--- config.mk ---
export PLATFORM = sky130hd
export DESIGN_NAME = dcpd_core
export DESIGN_NICKNAME = d
export VERILOG_FILES = /design/src/logic/dcpd_pkg.sv /design/src/logic/dcpd_ms_timer.sv /design/src/logic/dcpd_core.sv
export SDC_FILE = /design/constraint.sdc
export NUM_CORES = 1
export LEC_CHECK = 0
export BUFFER_PORTS_ARGS = -buffer_cell sky130_fd_sc_hd__buf_2
export CORE_MARGIN = 2
export CORE_UTILIZATION = 47
export CTS_CLUSTER_SIZE = 8
export DETAILED_ROUTE_END_ITERATION = 16
export PLACE_DENSITY = 0.65
export REMOVE_ABC_BUFFERS = 1
export SLEW_MARGIN = 20
export SYNTH_ARGS = -nofsm -noshare
export SYNTH_HDL_FRONTEND = slang
export SYNTH_SLANG_ARGS = --single-unit
--- constraint.sdc ---
create_clock -name core_clk -period 4.6 [get_ports core_clk]
set_clock_uncertainty 0.05 [all_clocks]
set_input_delay 0.92 -clock core_clk [delete_from_list [all_inputs] [get_ports core_clk]]
set_output_delay 0.92 -clock core_clk [all_outputs]
set_load 0.02 [all_outputs]
--- src/logic/dcpd_pkg.sv ---
// shared constants, types and helpers for the disk command parameter decoder
package dcpd_pkg;
  localparam int CLK_HZ = 25000000;
  localparam int TICK_MS = 1;
  localparam int TICK_CYC_DEF = CLK_HZ / 1000 * TICK_MS;
  localparam int STEP_SPAN_MS = 16;
  localparam int SETTLE_UNIT_MS = 2;
  localparam int RELEASE_UNIT_MS = 16;
  localparam int SEC_BASE_BYTES = 128;
  localparam int SYNC_STAGES = 3;

  localparam logic [7:0] ADR_CTRL = 8'h00;
  localparam logic [7:0] ADR_SPEC = 8'h04;
  localparam logic [7:0] ADR_GEOM = 8'h08;
  localparam logic [7:0] ADR_FMT = 8'h0c;
  localparam logic [7:0] ADR_SEEK = 8'h10;
  localparam logic [7:0] ADR_GO = 8'h14;
  localparam logic [7:0] ADR_STAT = 8'h18;
  localparam logic [7:0] ADR_RESULT = 8'h1c;

  typedef struct packed {
    logic [1:0] scanStride;
    logic noDmaSelect;
    logic [1:0] unitSelBits;
    logic headSelectBit;
    logic deletedMarkBypass;
    logic multiSideContinue;
    logic encodingDensitySelect;
  } dcpd_ctrl_s;

  typedef struct packed {
    logic [6:0] headSettleDelay;
    logic [3:0] headReleaseDelay;
    logic [3:0] stepIntervalCode;
  } dcpd_spec_s;

  typedef struct packed {
    logic [7:0] partialSectorLength;
    logic [7:0] finalSectorNumber;
    logic [4:0] rsvd;
    logic [2:0] sectorSizeCode;
  } dcpd_geom_s;

  typedef struct packed {
    logic [7:0] startSector;
    logic [7:0] sectorsPerTrackCount;
    logic [7:0] gap3Length;
  } dcpd_fmt_s;

  localparam int CTRL_W = $bits(dcpd_ctrl_s);
  localparam int SPEC_W = $bits(dcpd_spec_s);
  localparam int GEOM_W = $bits(dcpd_geom_s);
  localparam int FMT_W = $bits(dcpd_fmt_s);
  localparam dcpd_ctrl_s CTRL_RST = '0;
  localparam dcpd_spec_s SPEC_RST = '0;
  localparam dcpd_geom_s GEOM_RST = '0;
  localparam dcpd_fmt_s FMT_RST = '0;
  localparam logic [7:0] TARGET_RST = 8'h00;

  typedef enum logic [2:0] {
    OP_READ = 3'h0,
    OP_WRITE = 3'h1,
    OP_FORMAT = 3'h2,
    OP_SCAN = 3'h3,
    OP_SEEK = 3'h4,
    OP_SENSE = 3'h5
  } dcpd_op_e;

  typedef enum logic [2:0] {
    ST_IDLE = 3'b000,
    ST_SETTLE = 3'b001,
    ST_XFER = 3'b011,
    ST_GAP = 3'b010,
    ST_RESULT = 3'b110,
    ST_STEP = 3'b100
  } dcpd_state_e;

  // inverted code: f gives 1 ms, 0 gives 16 ms
  function automatic logic [7:0] step_ms(input logic [3:0] code);
    return 8'(STEP_SPAN_MS - int'(code));
  endfunction : step_ms

  function automatic logic [7:0] settle_ms(input logic [6:0] code);
    return (code == 7'h00) ? 8'(SETTLE_UNIT_MS) : 8'(int'(code) * SETTLE_UNIT_MS);
  endfunction : settle_ms

  function automatic logic [7:0] release_ms(input logic [3:0] code);
    return (code == 4'h0) ? 8'(RELEASE_UNIT_MS) : 8'(int'(code) * RELEASE_UNIT_MS);
  endfunction : release_ms

  // size code 0 takes the partial length instead
  function automatic logic [15:0] sec_len(input logic [2:0] size, input logic [7:0] part);
    if (size == 3'h0) begin
      return (part == 8'h00) ? 16'h0001 : {8'h00, part};
    end
    return 16'(SEC_BASE_BYTES << size);
  endfunction : sec_len
endpackage : dcpd_pkg

--- src/logic/dcpd_ms_timer.sv ---
// millisecond tick and one-shot delay of a programmed number of ms
`timescale 1ns/1ps
module dcpd_ms_timer
  import dcpd_pkg::*;
#(
  parameter int unsigned TICK_CYC = TICK_CYC_DEF
) (
  input wire logic core_clk,
  input wire logic sys_rst,
  input wire logic clkEn,
  input wire logic load,
  input wire logic [7:0] loadMs,
  output logic busy,
  output logic done
);
  localparam int PW = $clog2(TICK_CYC + 1);
  logic [PW-1:0] preCnt_ff;
  logic [7:0] msCnt_ff;
  logic done_ff;
  wire tick = preCnt_ff == PW'(TICK_CYC - 1);

  always_ff @(posedge core_clk) begin
    if (sys_rst) begin
      preCnt_ff <= '0;
      msCnt_ff <= 8'h00;
      done_ff <= 1'b0;
    end else if (clkEn) begin
      done_ff <= 1'b0;
      if (load) begin
        preCnt_ff <= '0;
        msCnt_ff <= (loadMs == 8'h00) ? 8'h01 : loadMs;
      end else if (msCnt_ff != 8'h00) begin
        preCnt_ff <= tick ? '0 : preCnt_ff + PW'(1);
        if (tick) begin
          msCnt_ff <= msCnt_ff - 8'h01;
          done_ff <= msCnt_ff == 8'h01;
        end
      end
    end
  end

  assign busy = msCnt_ff != 8'h00;
  assign done = done_ff;
endmodule : dcpd_ms_timer

--- src/logic/dcpd_core.sv ---
// command parameter decoder and sector sequencer of the diskette controller
`timescale 1ns/1ps
module dcpd_core
  import dcpd_pkg::*;
#(
  parameter int unsigned TICK_CYC = TICK_CYC_DEF
) (
  input wire logic core_clk,
  input wire logic sys_rst,
  input wire logic clkEn,
  input wire logic [7:0] regAddr,
  input wire logic [31:0] regWdata,
  input wire logic regWr,
  input wire logic regRd,
  output logic [31:0] regRdata,
  input wire logic byteStrobePin,
  input wire logic [7:0] diskDataPin,
  input wire logic deletedMarkPin,
  input wire logic [7:0] hostScanData,
  output logic headSel,
  output logic [1:0] unitSel,
  output logic mfmMode,
  output logic headLoad,
  output logic stepPulse,
  output logic stepDirIn,
  output logic vcoHoldLow,
  output logic gapWrite,
  output logic dmaReq,
  output logic pioReq
);
  dcpd_ctrl_s cfg_ff;
  dcpd_spec_s spec_ff;
  dcpd_geom_s geom_ff;
  dcpd_fmt_s fmt_ff;
  logic [7:0] target_ff;
  dcpd_state_e state_ff, nxt_state;
  dcpd_op_e op_ff, nxt_op;
  logic [7:0] cyl_ff, nxt_cyl, sector_ff, nxt_sector, secDone_ff, nxt_secDone;
  logic [7:0] gapCnt_ff, nxt_gapCnt;
  logic [15:0] byteCnt_ff, nxt_byteCnt;
  logic side_ff, nxt_side, skip_ff, nxt_skip, mismatch_ff, nxt_mismatch;
  logic delSeen_ff, nxt_delSeen, seekEnd_ff, nxt_seekEnd;
  logic headLoad_ff, nxt_headLoad, stepPulse_ff, nxt_stepPulse, stepDir_ff, nxt_stepDir;
  logic [31:0] rdata_ff;
  logic [SYNC_STAGES-1:0] strobeSync_ff;
  logic [7:0] dataMeta_ff, dataSync_ff;
  logic [1:0] delSync_ff;
  logic seqLoad, relLoad, seqBusy, seqDone, relDone;
  logic [7:0] seqMs;

  // pin inputs: two flops, a third only for the strobe edge
  always_ff @(posedge core_clk) begin
    if (sys_rst) begin
      strobeSync_ff <= '0;
      dataMeta_ff <= 8'h00;
      dataSync_ff <= 8'h00;
      delSync_ff <= 2'h0;
    end else if (clkEn) begin
      strobeSync_ff <= {strobeSync_ff[SYNC_STAGES-2:0], byteStrobePin};
      dataMeta_ff <= diskDataPin;
      dataSync_ff <= dataMeta_ff;
      delSync_ff <= {delSync_ff[0], deletedMarkPin};
    end
  end

  wire byteEdge = strobeSync_ff[1] && !strobeSync_ff[2];
  wire busy = state_ff != ST_IDLE;
  wire isFormat = op_ff == OP_FORMAT;
  wire isScan = op_ff == OP_SCAN;
  wire isReadLike = (op_ff == OP_READ) || isScan;
  wire [15:0] secLen = sec_len(geom_ff.sectorSizeCode, geom_ff.partialSectorLength);
  wire newSkip = cfg_ff.deletedMarkBypass && isReadLike && delSync_ff[1];
  wire curSkip = (byteCnt_ff == 16'h0000) ? newSkip : skip_ff;
  wire lastByte = byteEdge && (byteCnt_ff == secLen - 16'h0001);
  wire [7:0] gapLen = fmt_ff.gap3Length;
  wire gapDone = (state_ff == ST_GAP)
      && ((gapLen == 8'h00) || (byteEdge && (gapCnt_ff == gapLen - 8'h01)));
  wire lastSector = isFormat ? (secDone_ff + 8'h01 == fmt_ff.sectorsPerTrackCount)
                             : (sector_ff == geom_ff.finalSectorNumber);
  wire [7:0] strideInc = (isScan && cfg_ff.scanStride == 2'h2) ? 8'h02 : 8'h01;
  wire byteReq = (state_ff == ST_XFER) && byteEdge && !curSkip;
  wire headIdle = (state_ff == ST_IDLE) || (state_ff == ST_RESULT) || (state_ff == ST_STEP);

  // register port decode
  wire wrCtrl = regWr && (regAddr == ADR_CTRL) && !busy;
  wire wrSpec = regWr && (regAddr == ADR_SPEC);
  wire wrGeom = regWr && (regAddr == ADR_GEOM) && !busy;
  wire wrFmt = regWr && (regAddr == ADR_FMT) && !busy;
  wire wrSeek = regWr && (regAddr == ADR_SEEK) && !busy;
  wire goWr = regWr && (regAddr == ADR_GO) && !busy && (regWdata[2:0] <= OP_SENSE);
  wire resultRd = regRd && (regAddr == ADR_RESULT) && (state_ff == ST_RESULT);
  wire [7:0] st0 = {2'h0, seekEnd_ff, 2'h0, side_ff, cfg_ff.unitSelBits};
  wire [7:0] st1 = (op_ff == OP_SENSE) ? cyl_ff : sector_ff;
  wire [7:0] st2 = {1'b0, delSeen_ff, 2'h0, isScan && !mismatch_ff, mismatch_ff, 2'h0};
  wire [31:0] resultWord = {cyl_ff, st2, st1, st0};
  wire [31:0] statWord = {7'h00, side_ff, sector_ff, cyl_ff, 5'h00, headLoad_ff,
                          state_ff == ST_RESULT, busy};
  wire [31:0] rdMux =
      (regAddr == ADR_CTRL) ? 32'(cfg_ff) :
      (regAddr == ADR_SPEC) ? 32'(spec_ff) :
      (regAddr == ADR_GEOM) ? 32'(geom_ff) :
      (regAddr == ADR_FMT) ? 32'(fmt_ff) :
      (regAddr == ADR_SEEK) ? {24'h000000, target_ff} :
      (regAddr == ADR_STAT) ? statWord :
      (state_ff == ST_RESULT && regAddr == ADR_RESULT) ? resultWord : 32'h00000000;

  always_ff @(posedge core_clk) begin
    if (sys_rst) begin
      cfg_ff <= CTRL_RST;
      spec_ff <= SPEC_RST;
      geom_ff <= GEOM_RST;
      fmt_ff <= FMT_RST;
      target_ff <= TARGET_RST;
      rdata_ff <= 32'h00000000;
    end else if (clkEn) begin
      if (wrCtrl) cfg_ff <= dcpd_ctrl_s'(regWdata[CTRL_W-1:0]);
      if (wrSpec) spec_ff <= dcpd_spec_s'(regWdata[SPEC_W-1:0]);
      if (wrGeom) geom_ff <= dcpd_geom_s'(regWdata[GEOM_W-1:0]);
      if (wrFmt) fmt_ff <= dcpd_fmt_s'(regWdata[FMT_W-1:0]);
      if (wrSeek) target_ff <= regWdata[7:0];
      rdata_ff <= regRd ? rdMux : 32'h00000000;
    end
  end

  always_comb begin
    nxt_state = state_ff;
    nxt_op = op_ff;
    nxt_cyl = cyl_ff;
    nxt_sector = sector_ff;
    nxt_secDone = secDone_ff;
    nxt_gapCnt = gapCnt_ff;
    nxt_byteCnt = byteCnt_ff;
    nxt_side = side_ff;
    nxt_skip = skip_ff;
    nxt_mismatch = mismatch_ff;
    nxt_delSeen = delSeen_ff;
    nxt_seekEnd = seekEnd_ff;
    nxt_headLoad = headLoad_ff;
    nxt_stepPulse = 1'b0;
    nxt_stepDir = stepDir_ff;
    seqLoad = 1'b0;
    seqMs = 8'h00;
    relLoad = 1'b0;
    // release may expire while the host lingers in the result phase or seeks
    if (relDone && headIdle) nxt_headLoad = 1'b0;
    case (state_ff)
      ST_IDLE: begin
        nxt_side = cfg_ff.headSelectBit;
        if (goWr) begin
          nxt_op = dcpd_op_e'(regWdata[2:0]);
          nxt_seekEnd = 1'b0;
          nxt_mismatch = 1'b0;
          nxt_delSeen = 1'b0;
          nxt_sector = fmt_ff.startSector;
          nxt_secDone = 8'h00;
          nxt_byteCnt = 16'h0000;
          nxt_gapCnt = 8'h00;
          case (dcpd_op_e'(regWdata[2:0]))
            OP_SEEK: begin
              nxt_state = ST_STEP;
              seqLoad = 1'b1;
              seqMs = step_ms(spec_ff.stepIntervalCode);
            end
            OP_SENSE: nxt_state = ST_RESULT;
            default: begin
              nxt_headLoad = 1'b1;
              if (headLoad_ff && !relDone) begin
                nxt_state = ST_XFER;
              end else begin
                nxt_state = ST_SETTLE;
                seqLoad = 1'b1;
                seqMs = settle_ms(spec_ff.headSettleDelay);
              end
            end
          endcase
        end
      end
      ST_SETTLE: if (seqDone) nxt_state = ST_XFER;
      ST_XFER: begin
        if (byteEdge) begin
          nxt_byteCnt = byteCnt_ff + 16'h0001;
          nxt_skip = curSkip;
          if (curSkip) nxt_delSeen = 1'b1;
          if (isScan && !curSkip && dataSync_ff != hostScanData) nxt_mismatch = 1'b1;
        end
        if (lastByte) begin
          nxt_byteCnt = 16'h0000;
          nxt_gapCnt = 8'h00;
          nxt_state = ST_GAP;
        end
      end
      ST_GAP: begin
        if (byteEdge) nxt_gapCnt = gapCnt_ff + 8'h01;
        if (gapDone) begin
          nxt_secDone = secDone_ff + 8'h01;
          if (!lastSector) begin
            nxt_sector = sector_ff + strideInc;
            nxt_state = ST_XFER;
          end else if (cfg_ff.multiSideContinue && !side_ff && !isFormat) begin
            nxt_side = 1'b1;
            nxt_sector = 8'h01;
            nxt_state = ST_XFER;
          end else begin
            nxt_state = ST_RESULT;
            relLoad = 1'b1;
          end
        end
      end
      ST_STEP: begin
        if (cyl_ff == target_ff) begin
          nxt_seekEnd = 1'b1;
          nxt_state = ST_RESULT;
        end else if (seqDone) begin
          nxt_stepPulse = 1'b1;
          nxt_stepDir = target_ff > cyl_ff;
          nxt_cyl = (target_ff > cyl_ff) ? cyl_ff + 8'h01 : cyl_ff - 8'h01;
          seqLoad = 1'b1;
          seqMs = step_ms(spec_ff.stepIntervalCode);
        end
      end
      ST_RESULT: if (resultRd) nxt_state = ST_IDLE;
      default: nxt_state = ST_IDLE;
    endcase
  end

  always_ff @(posedge core_clk) begin
    if (sys_rst) begin
      state_ff <= ST_IDLE;
      op_ff <= OP_READ;
      {cyl_ff, sector_ff, secDone_ff, gapCnt_ff} <= 32'h00000000;
      byteCnt_ff <= 16'h0000;
      {side_ff, skip_ff, mismatch_ff, delSeen_ff} <= 4'h0;
      {seekEnd_ff, headLoad_ff, stepPulse_ff, stepDir_ff} <= 4'h0;
    end else if (clkEn) begin
      state_ff <= nxt_state;
      op_ff <= nxt_op;
      {cyl_ff, sector_ff, secDone_ff, gapCnt_ff} <= {nxt_cyl, nxt_sector, nxt_secDone, nxt_gapCnt};
      byteCnt_ff <= nxt_byteCnt;
      {side_ff, skip_ff, mismatch_ff, delSeen_ff} <= {nxt_side, nxt_skip, nxt_mismatch, nxt_delSeen};
      {seekEnd_ff, headLoad_ff, stepPulse_ff, stepDir_ff} <=
          {nxt_seekEnd, nxt_headLoad, nxt_stepPulse, nxt_stepDir};
    end
  end

  dcpd_ms_timer #(.TICK_CYC(TICK_CYC)) seqTimer (
    .core_clk(core_clk), .sys_rst(sys_rst), .clkEn(clkEn),
    .load(seqLoad), .loadMs(seqMs), .busy(seqBusy), .done(seqDone)
  );

  dcpd_ms_timer #(.TICK_CYC(TICK_CYC)) relTimer (
    .core_clk(core_clk), .sys_rst(sys_rst), .clkEn(clkEn),
    .load(relLoad), .loadMs(release_ms(spec_ff.headReleaseDelay)), .busy(), .done(relDone)
  );

  assign regRdata = rdata_ff;
  assign headSel = side_ff;
  assign unitSel = cfg_ff.unitSelBits;
  assign mfmMode = cfg_ff.encodingDensitySelect;
  assign headLoad = headLoad_ff;
  assign stepPulse = stepPulse_ff;
  assign stepDirIn = stepDir_ff;
  assign vcoHoldLow = (state_ff == ST_GAP) && !isFormat;
  assign gapWrite = (state_ff == ST_GAP) && isFormat;
  assign dmaReq = byteReq && !cfg_ff.noDmaSelect;
  assign pioReq = byteReq && cfg_ff.noDmaSelect;
endmodule : dcpd_core

-- Yosys cells after proc, flatten, opt, wreduce, memory -nomap -nowiden
Cells that the tools add are included.
- latch bits: 0
- ROM bits: 0
- input port bits: 63
- logic and storage cells: 293
- output and inout bits: 43
- memories: 0
- bits in writable memories: 0
- register bits: 243
- divide/modulo/power cells: 0
- eq/ne operators: 42
- mux-type cells: 99
- shift operators: 1
- multiply operators: 0
- bitwise operators: 1
- add/sub/neg operators: 13
- reductions and logical operators: 91
- $lt $le $gt $ge: 2
- operators by type and width (kind ; number):
    two-way mux 32 bit ; 8
    two-way mux 8 bit ; 25
    two-way mux 15 bit ; 6
    two-way mux 16 bit ; 5
    case mux 8 bit (2 select lines) ; 4
    zero test 8 bit ; 5
    logical AND 1 bit ; 35
    == test 8 x 5 -> 1 bit, second input constant ; 4
    == test 8 bit ; 4
    case mux 16 bit (2 select lines) ; 1
    subtractor 8 x 1 -> 8 bit, second input constant ; 4
    two-way mux 1 bit ; 31
    adder 15 x 1 -> 15 bit, second input constant ; 2
    == test 15 bit, second input constant ; 2
    AND reduction 5 bit ; 5
    adder 8 x 1 -> 8 bit, second input constant ; 3
    two-way mux 3 bit ; 8
    case mux 8 bit (3 select lines) ; 1
    != test 2 bit, second input constant ; 9
    case mux 3 bit (6 select lines) ; 1
    adder 16 x 1 -> 16 bit, second input constant ; 1
    == test 16 bit ; 1
    == test 8 x 1 -> 1 bit, second input constant ; 2
    == test 8 x 4 -> 1 bit, second input constant ; 2
    32 further kinds ; 80

-- Longest topological paths before layout
- word-level depth: 11
- mapped depth: 18
- gate-level depth less buffers: 18

-- Modules after synthesis
A second synthesis with hierarchy kept.
- cells, all modules: 1744
- area total of the unflattened synthesis: 13892.1 um^2
- by module, submodules not included (module ; times used ; cells an instance ; area an instance (um^2) ; seq. area each (um^2)):
    dcpd_core ; 1 ; 1354 ; 10694.0 ; 3903.7
    dcpd_ms_timer ; 2 ; 195 ; 1599.0 ; 480.5

-- Least setup slack after synthesis
No wires, ideal clock.
- path kind: reg-to-reg
- from: register geom_ff[2] (netlist name)
- to: register byteCnt_ff[10]
- cell stages (with the launch flop): 15
- clock period less this slack: 3.501 ns
- setup slack: 1.099 ns
- path buffers: 3
- arrival time: 3.324 ns
- data required time: 4.422 ns
- library setup time: 0.128 ns
- cells stage by stage: dfxtp_1 -> clkbuf_1 -> nor3_1 -> clkbuf_1 -> nand2_1 -> ha_1 -> xnor2_1 -> and3_1 -> or4_1 -> nor3_1 -> nand4_1 -> or2_2 -> o31ai_2 -> clkbuf_1 -> nor2_1
- longest elaborated chain between the ends: 8
- elaborated cells on any way between the ends: 11
- classes of those cells: add/sub: 1; eq/ne: 2; shift: 1; mux: 4; reduce/logical: 3
- RTL lines (what ; line ; RTL):
    from (decl) ; dcpd_core.sv:33 ; dcpd_geom_s geom_ff;
    from (signal assigned) ; dcpd_core.sv:118 ; if (wrGeom) geom_ff <= dcpd_geom_s'(regWdata[GEOM_W-1:0]);
    branches (longest 2 deep; another with << shifter 8 x 3 -> 16 bit) ; - ;
    two-way mux 16 bit * ; dcpd_pkg.sv:96 ; return 16'(SEC_BASE_BYTES << size);
    subtractor 16 x 1 -> 16 bit * ; dcpd_core.sv:74 ; wire lastByte = byteEdge && (byteCnt_ff == secLen - 16'h0001);
    == test 16 bit * ; dcpd_core.sv:74 ;
    logical AND 1 bit * ; dcpd_core.sv:74 ;
    != test 3 bit (no source line) or two-way mux 16 bit (tied branches) ; - ;
    AND reduction 4 bit (no source line) or case mux 16 bit (2 select lines) (tied branches) ; - ;
    to (signal assigned) ; dcpd_core.sv:238 ; byteCnt_ff <= nxt_byteCnt;
    to (decl) ; dcpd_core.sv:40 ; logic [15:0] byteCnt_ff, nxt_byteCnt;
Mark *: on every way between the ends.
A chain may end at the register's enable or synchronous reset.

-- Worst setup path after layout
- from: register geom_ff[0] (netlist name)
- to: register gapCnt_ff[7]
- longest elaborated chain between the ends: 8
- elaborated cells on any way between the ends: 9
- classes of those cells: add/sub: 1; eq/ne: 2; shift: 1; mux: 2; reduce/logical: 3
- RTL lines (what ; line ; RTL):
    branches (longest 2 deep; another with << shifter 8 x 3 -> 16 bit) ; - ;
    two-way mux 16 bit * ; dcpd_pkg.sv:96 ;
    subtractor 16 x 1 -> 16 bit * ; dcpd_core.sv:74 ;
    == test 16 bit * ; dcpd_core.sv:74 ;
    logical AND 1 bit * ; dcpd_core.sv:74 ;
    != test 2 bit (no source line) * ; - ;
    AND reduction 5 bit (no source line) * ; - ;
    to (signal assigned) ; dcpd_core.sv:237 ; {cyl_ff, sector_ff, secDone_ff, gapCnt_ff} <= {nxt_cyl, nxt_sector, nxt_secDone, nxt_gapCnt};
    to (decl) ; dcpd_core.sv:39 ; logic [7:0] gapCnt_ff, nxt_gapCnt;
Marked as above.

==> impl_metrics.py <==
metrics = {
    "global_routing": {
        "grt_pass1_vias": 11540,
        "grt_most_used_layer": "met2",
        "met3_usage": 0.04326,
        "grt_use_total": 0.2663,
        "grt.overflow.total": 0,
        "grt_pass1_wl_um": 62100,
        "grt_max_degree": 68,
        "grt_use_met1": 0.3736,
        "use_met2": 0.4135,
        "antenna_found_initial": 0,
    },
    "critical_path": {
        "critPathRequiredTime_ps": 4990,
        "start_kind": "flip-flop",
        "critPathArrivalTime_ps": 4490,
        "end_kind": "flip-flop",
        "setup.worst_path.class": "reg2reg",
        "crit_path_max_fanout": 14,
    },
    "power": {
        "switching_share": 0.2278,
        "internal_power_mw": 3.556,
        "ir_worst_vdd_mv": 0.2683,
        "pwr-share-clk": 0.502,
        "p_per_area_nw_per_um2": 310.3,
        "p_leak_nw": 5.578,
        "comb_power_share": 0.036,
        "seq_power_share": 0.462,
        "fin_total_pwr_mw": 4.605,
        "p_sw_mw": 1.049,
    },
    "detailed_routing": {
        "drtIter0Drc": 1037,
        "dr.pass1.iters": 5,
        "ant_nets": 0,
        "drc": 0,
        "wire_per_inst_um": 18.36,
        "vias": 12510,
        "routed_wl_um": 39020,
        "drt-vias-per-instance": 5.887,
    },
    "logic_synthesis": {
        "synth.avg_cell_area_um2": 7.807,
        "yosys.area_share.simple": 0.2672,
        "synth-xor-area-share": 0.05827,
        "synth-compound-area-share": 0.1911,
        "syn_area_um2": 13080,
        "yosysWarnings": 0,
        "synth_fa_ha_area_frac": 0.03751,
        "yosys_most_used_dff": "dfxtp_1",
        "yosysUniqueCellTypes": 84,
        "synthArstFlopShare": 0,
        "ys_ff_latch": 243,
        "syn_inst": 1675,
        "synth_top_family_by_area": "simple AND/OR/NAND/NOR gates",
        "synth_edf_count": 0,
        "synth.area.mux_share": 0.03071,
        "synth_seq_area_share": 0.3720,
    },
    "timing": {
        "relSlewSlack": 0.2602,
        "hold_violations": 0,
        "setup_violations": 0,
        "slew_violations": 0,
        "worst_pin_slew_ps": 1107,
        "rsz0062_at_grt": "false",
        "min_period_ps": 4104,
        "hold-worst-slack_ps": 410.8,
        "tns_ps": 0,
        "fmax_mhz": 243.7,
        "fin_crit_sh": 0.8921,
    },
    "placed_design": {
        "numPortBuffers": 97,
        "place.gp.congestion": 0.9565,
        "hpwl_um": 27460,
    },
    "clocking": {
        "postCtsSetupBuffers": 0,
        "clkTransAtPathRegs_ps": 50,
        "cts_hold_buf": 0,
        "clk_latency_ps": 510,
        "clockBufferDepth": 3,
        "htreeDepth": 2,
        "cts_resized": 0,
        "cts_made_buffers": 36,
        "cts_root_buffer": "clkbuf_16",
        "cts_sinks": 243,
        "cts_tree": "done",
    },
    "floorplan": {
        "die-area_um2": 29170,
        "core_area_um2": 27550,
        "start_util": 0.4746,
        "dieHeight_um": 170.8,
        "ios": 106,
        "rows": 61,
        "die_width_um": 170.8,
    },
    "min_path": {
        "hold_path.class": "reg2reg",
    },
    "layout": {
        "fill_cells": 2657,
        "area_growth_pct": 13.47,
        "drive_above_1_share": 0.1145,
        "multi_input_area_um2": 7665,
        "seqCellArea_um2": 4865,
        "final_cell_mix": "245 x nand2_1, 243 x dfxtp_1, 183 x nor2_1, 179 x a21oi_1, 96 x buf_2",
        "layout_commonest_cell": "nand2_1",
        "antennaDiodeCount": 0,
        "final_nets": 1845,
    },
    "job": {
        "drv_cap": 0,
    },
    "outcome": {
        "status": "complete, no violations",
    },
}
-- path summary, 6_finish.rpt --
check	cells after the start	slack, ps	start	end
hold reg to reg	2	410	geom_ff[4]	geom_ff[4]
setup reg to reg	12	500	geom_ff[0]	gapCnt_ff[7]
hold / removal	2	410	geom_ff[4]	geom_ff[4]
setup / recovery	12	500	geom_ff[0]	gapCnt_ff[7]
-- worst max-delay path: stages (launching register included) --
cell and delay [ps]:
dfxtp_1 420, nor3_1 570, nand2_1 120, ha_1 400, xnor2_1 210, and3_1 190
or4_1 390, nor3_1 150, nand4_1 170, nor3_1 320, o21ai_1 300, or4_1 580
a21oi_1 140
-- flip-flops by register name, indices dropped and copies added (netlist names), 15 cells and up --
| name | count |
|---|---|
| fmt_ff | 16 |
| seqTimer.preCnt_ff | 15 |
| geom_ff | 24 |
| byteCnt_ff | 16 |
| spec_ff | 15 |
| relTimer.preCnt_ff | 15 |
| regRdata | 32 |
-- cells in the mapped netlist, types with 16 or more instances --
master,n,share of area
nand2_1,245,0.070
dfxtp_1,243,0.37
nor2_1,184,0.053
a21oi_1,179,0.069
clkbuf_1,77,0.022
nand3_1,59,0.023
xor2_1,56,0.038
o21ai_0,54,0.021
nor3_1,50,0.019
inv_1,40,0.011
mux2i_1,39,0.030
ha_1,36,0.034
xnor2_1,31,0.021
a22oi_1,26,0.015
nand4_1,26,0.012
and3_1,25,0.012
or3_1,25,0.012
nor4_1,20,0.0096
o211ai_1,17,0.0098
buf_2,16,0.0061
nor2b_1,16,0.0077
-- metal layers --
metal	wire, um	vias to the layer above	share of wire
li1	-	6072	-
met1	17630	5947	0.45
met2	17570	403	0.45
met3	2620	87	0.067
met4	1193	0	0.031
met5	0	-	0
-- cell type report --
type	instances	share of cell area
Inverter	40	0.01012
Clock inverter	3	0.002024
Multi-Input combinational cell	1292	0.5166
Sequential cell	243	0.3279
Timing Repair Buffer	131	0.05034
Tap cell	378	0.03187
Clock buffer	38	0.06122
-- through the flow --
| stage | area (um^2) | cells | setup WS (ps) | util |
|---|---|---|---|---|
| finish | 14840 | 2125 | 496.3 | 0.5385 |
| floorplan | 12660 | 1575 | 344.2 | - |
| detailed placement | 13900 | 2084 | 515.0 | 0.5045 |
| global route | 14840 | 2125 | 109.6 | 0.5385 |
| global placement | 13900 | 2084 | 543.1 | 0.5045 |
| CTS | 14840 | 2125 | 511.3 | 0.5385 |
-- cells by family (layout without fill, tap and decap cells) --
logic type,count (synthesis),in the layout
mux,40,40
fa+ha+maj,38,38
flops,243,243
buf+inv,140,212
xor+xnor,87,87
compound gates,397,397
simple gates,730,730
-- power by group through the flow --
stage | Sequential [mW] | Combinational [mW] | Clock [mW]
after CTS | 2.13 | 0.166 | 2.34
after global routing | 2.12 | 0.180 | 2.45
after floorplan | 2.17 | 0.0583 | 0
after global placement | 2.17 | 0.164 | 0
final | 2.13 | 0.168 | 2.31
after detailed placement | 2.17 | 0.165 | 0
Power figures use the tool's default switching activity.
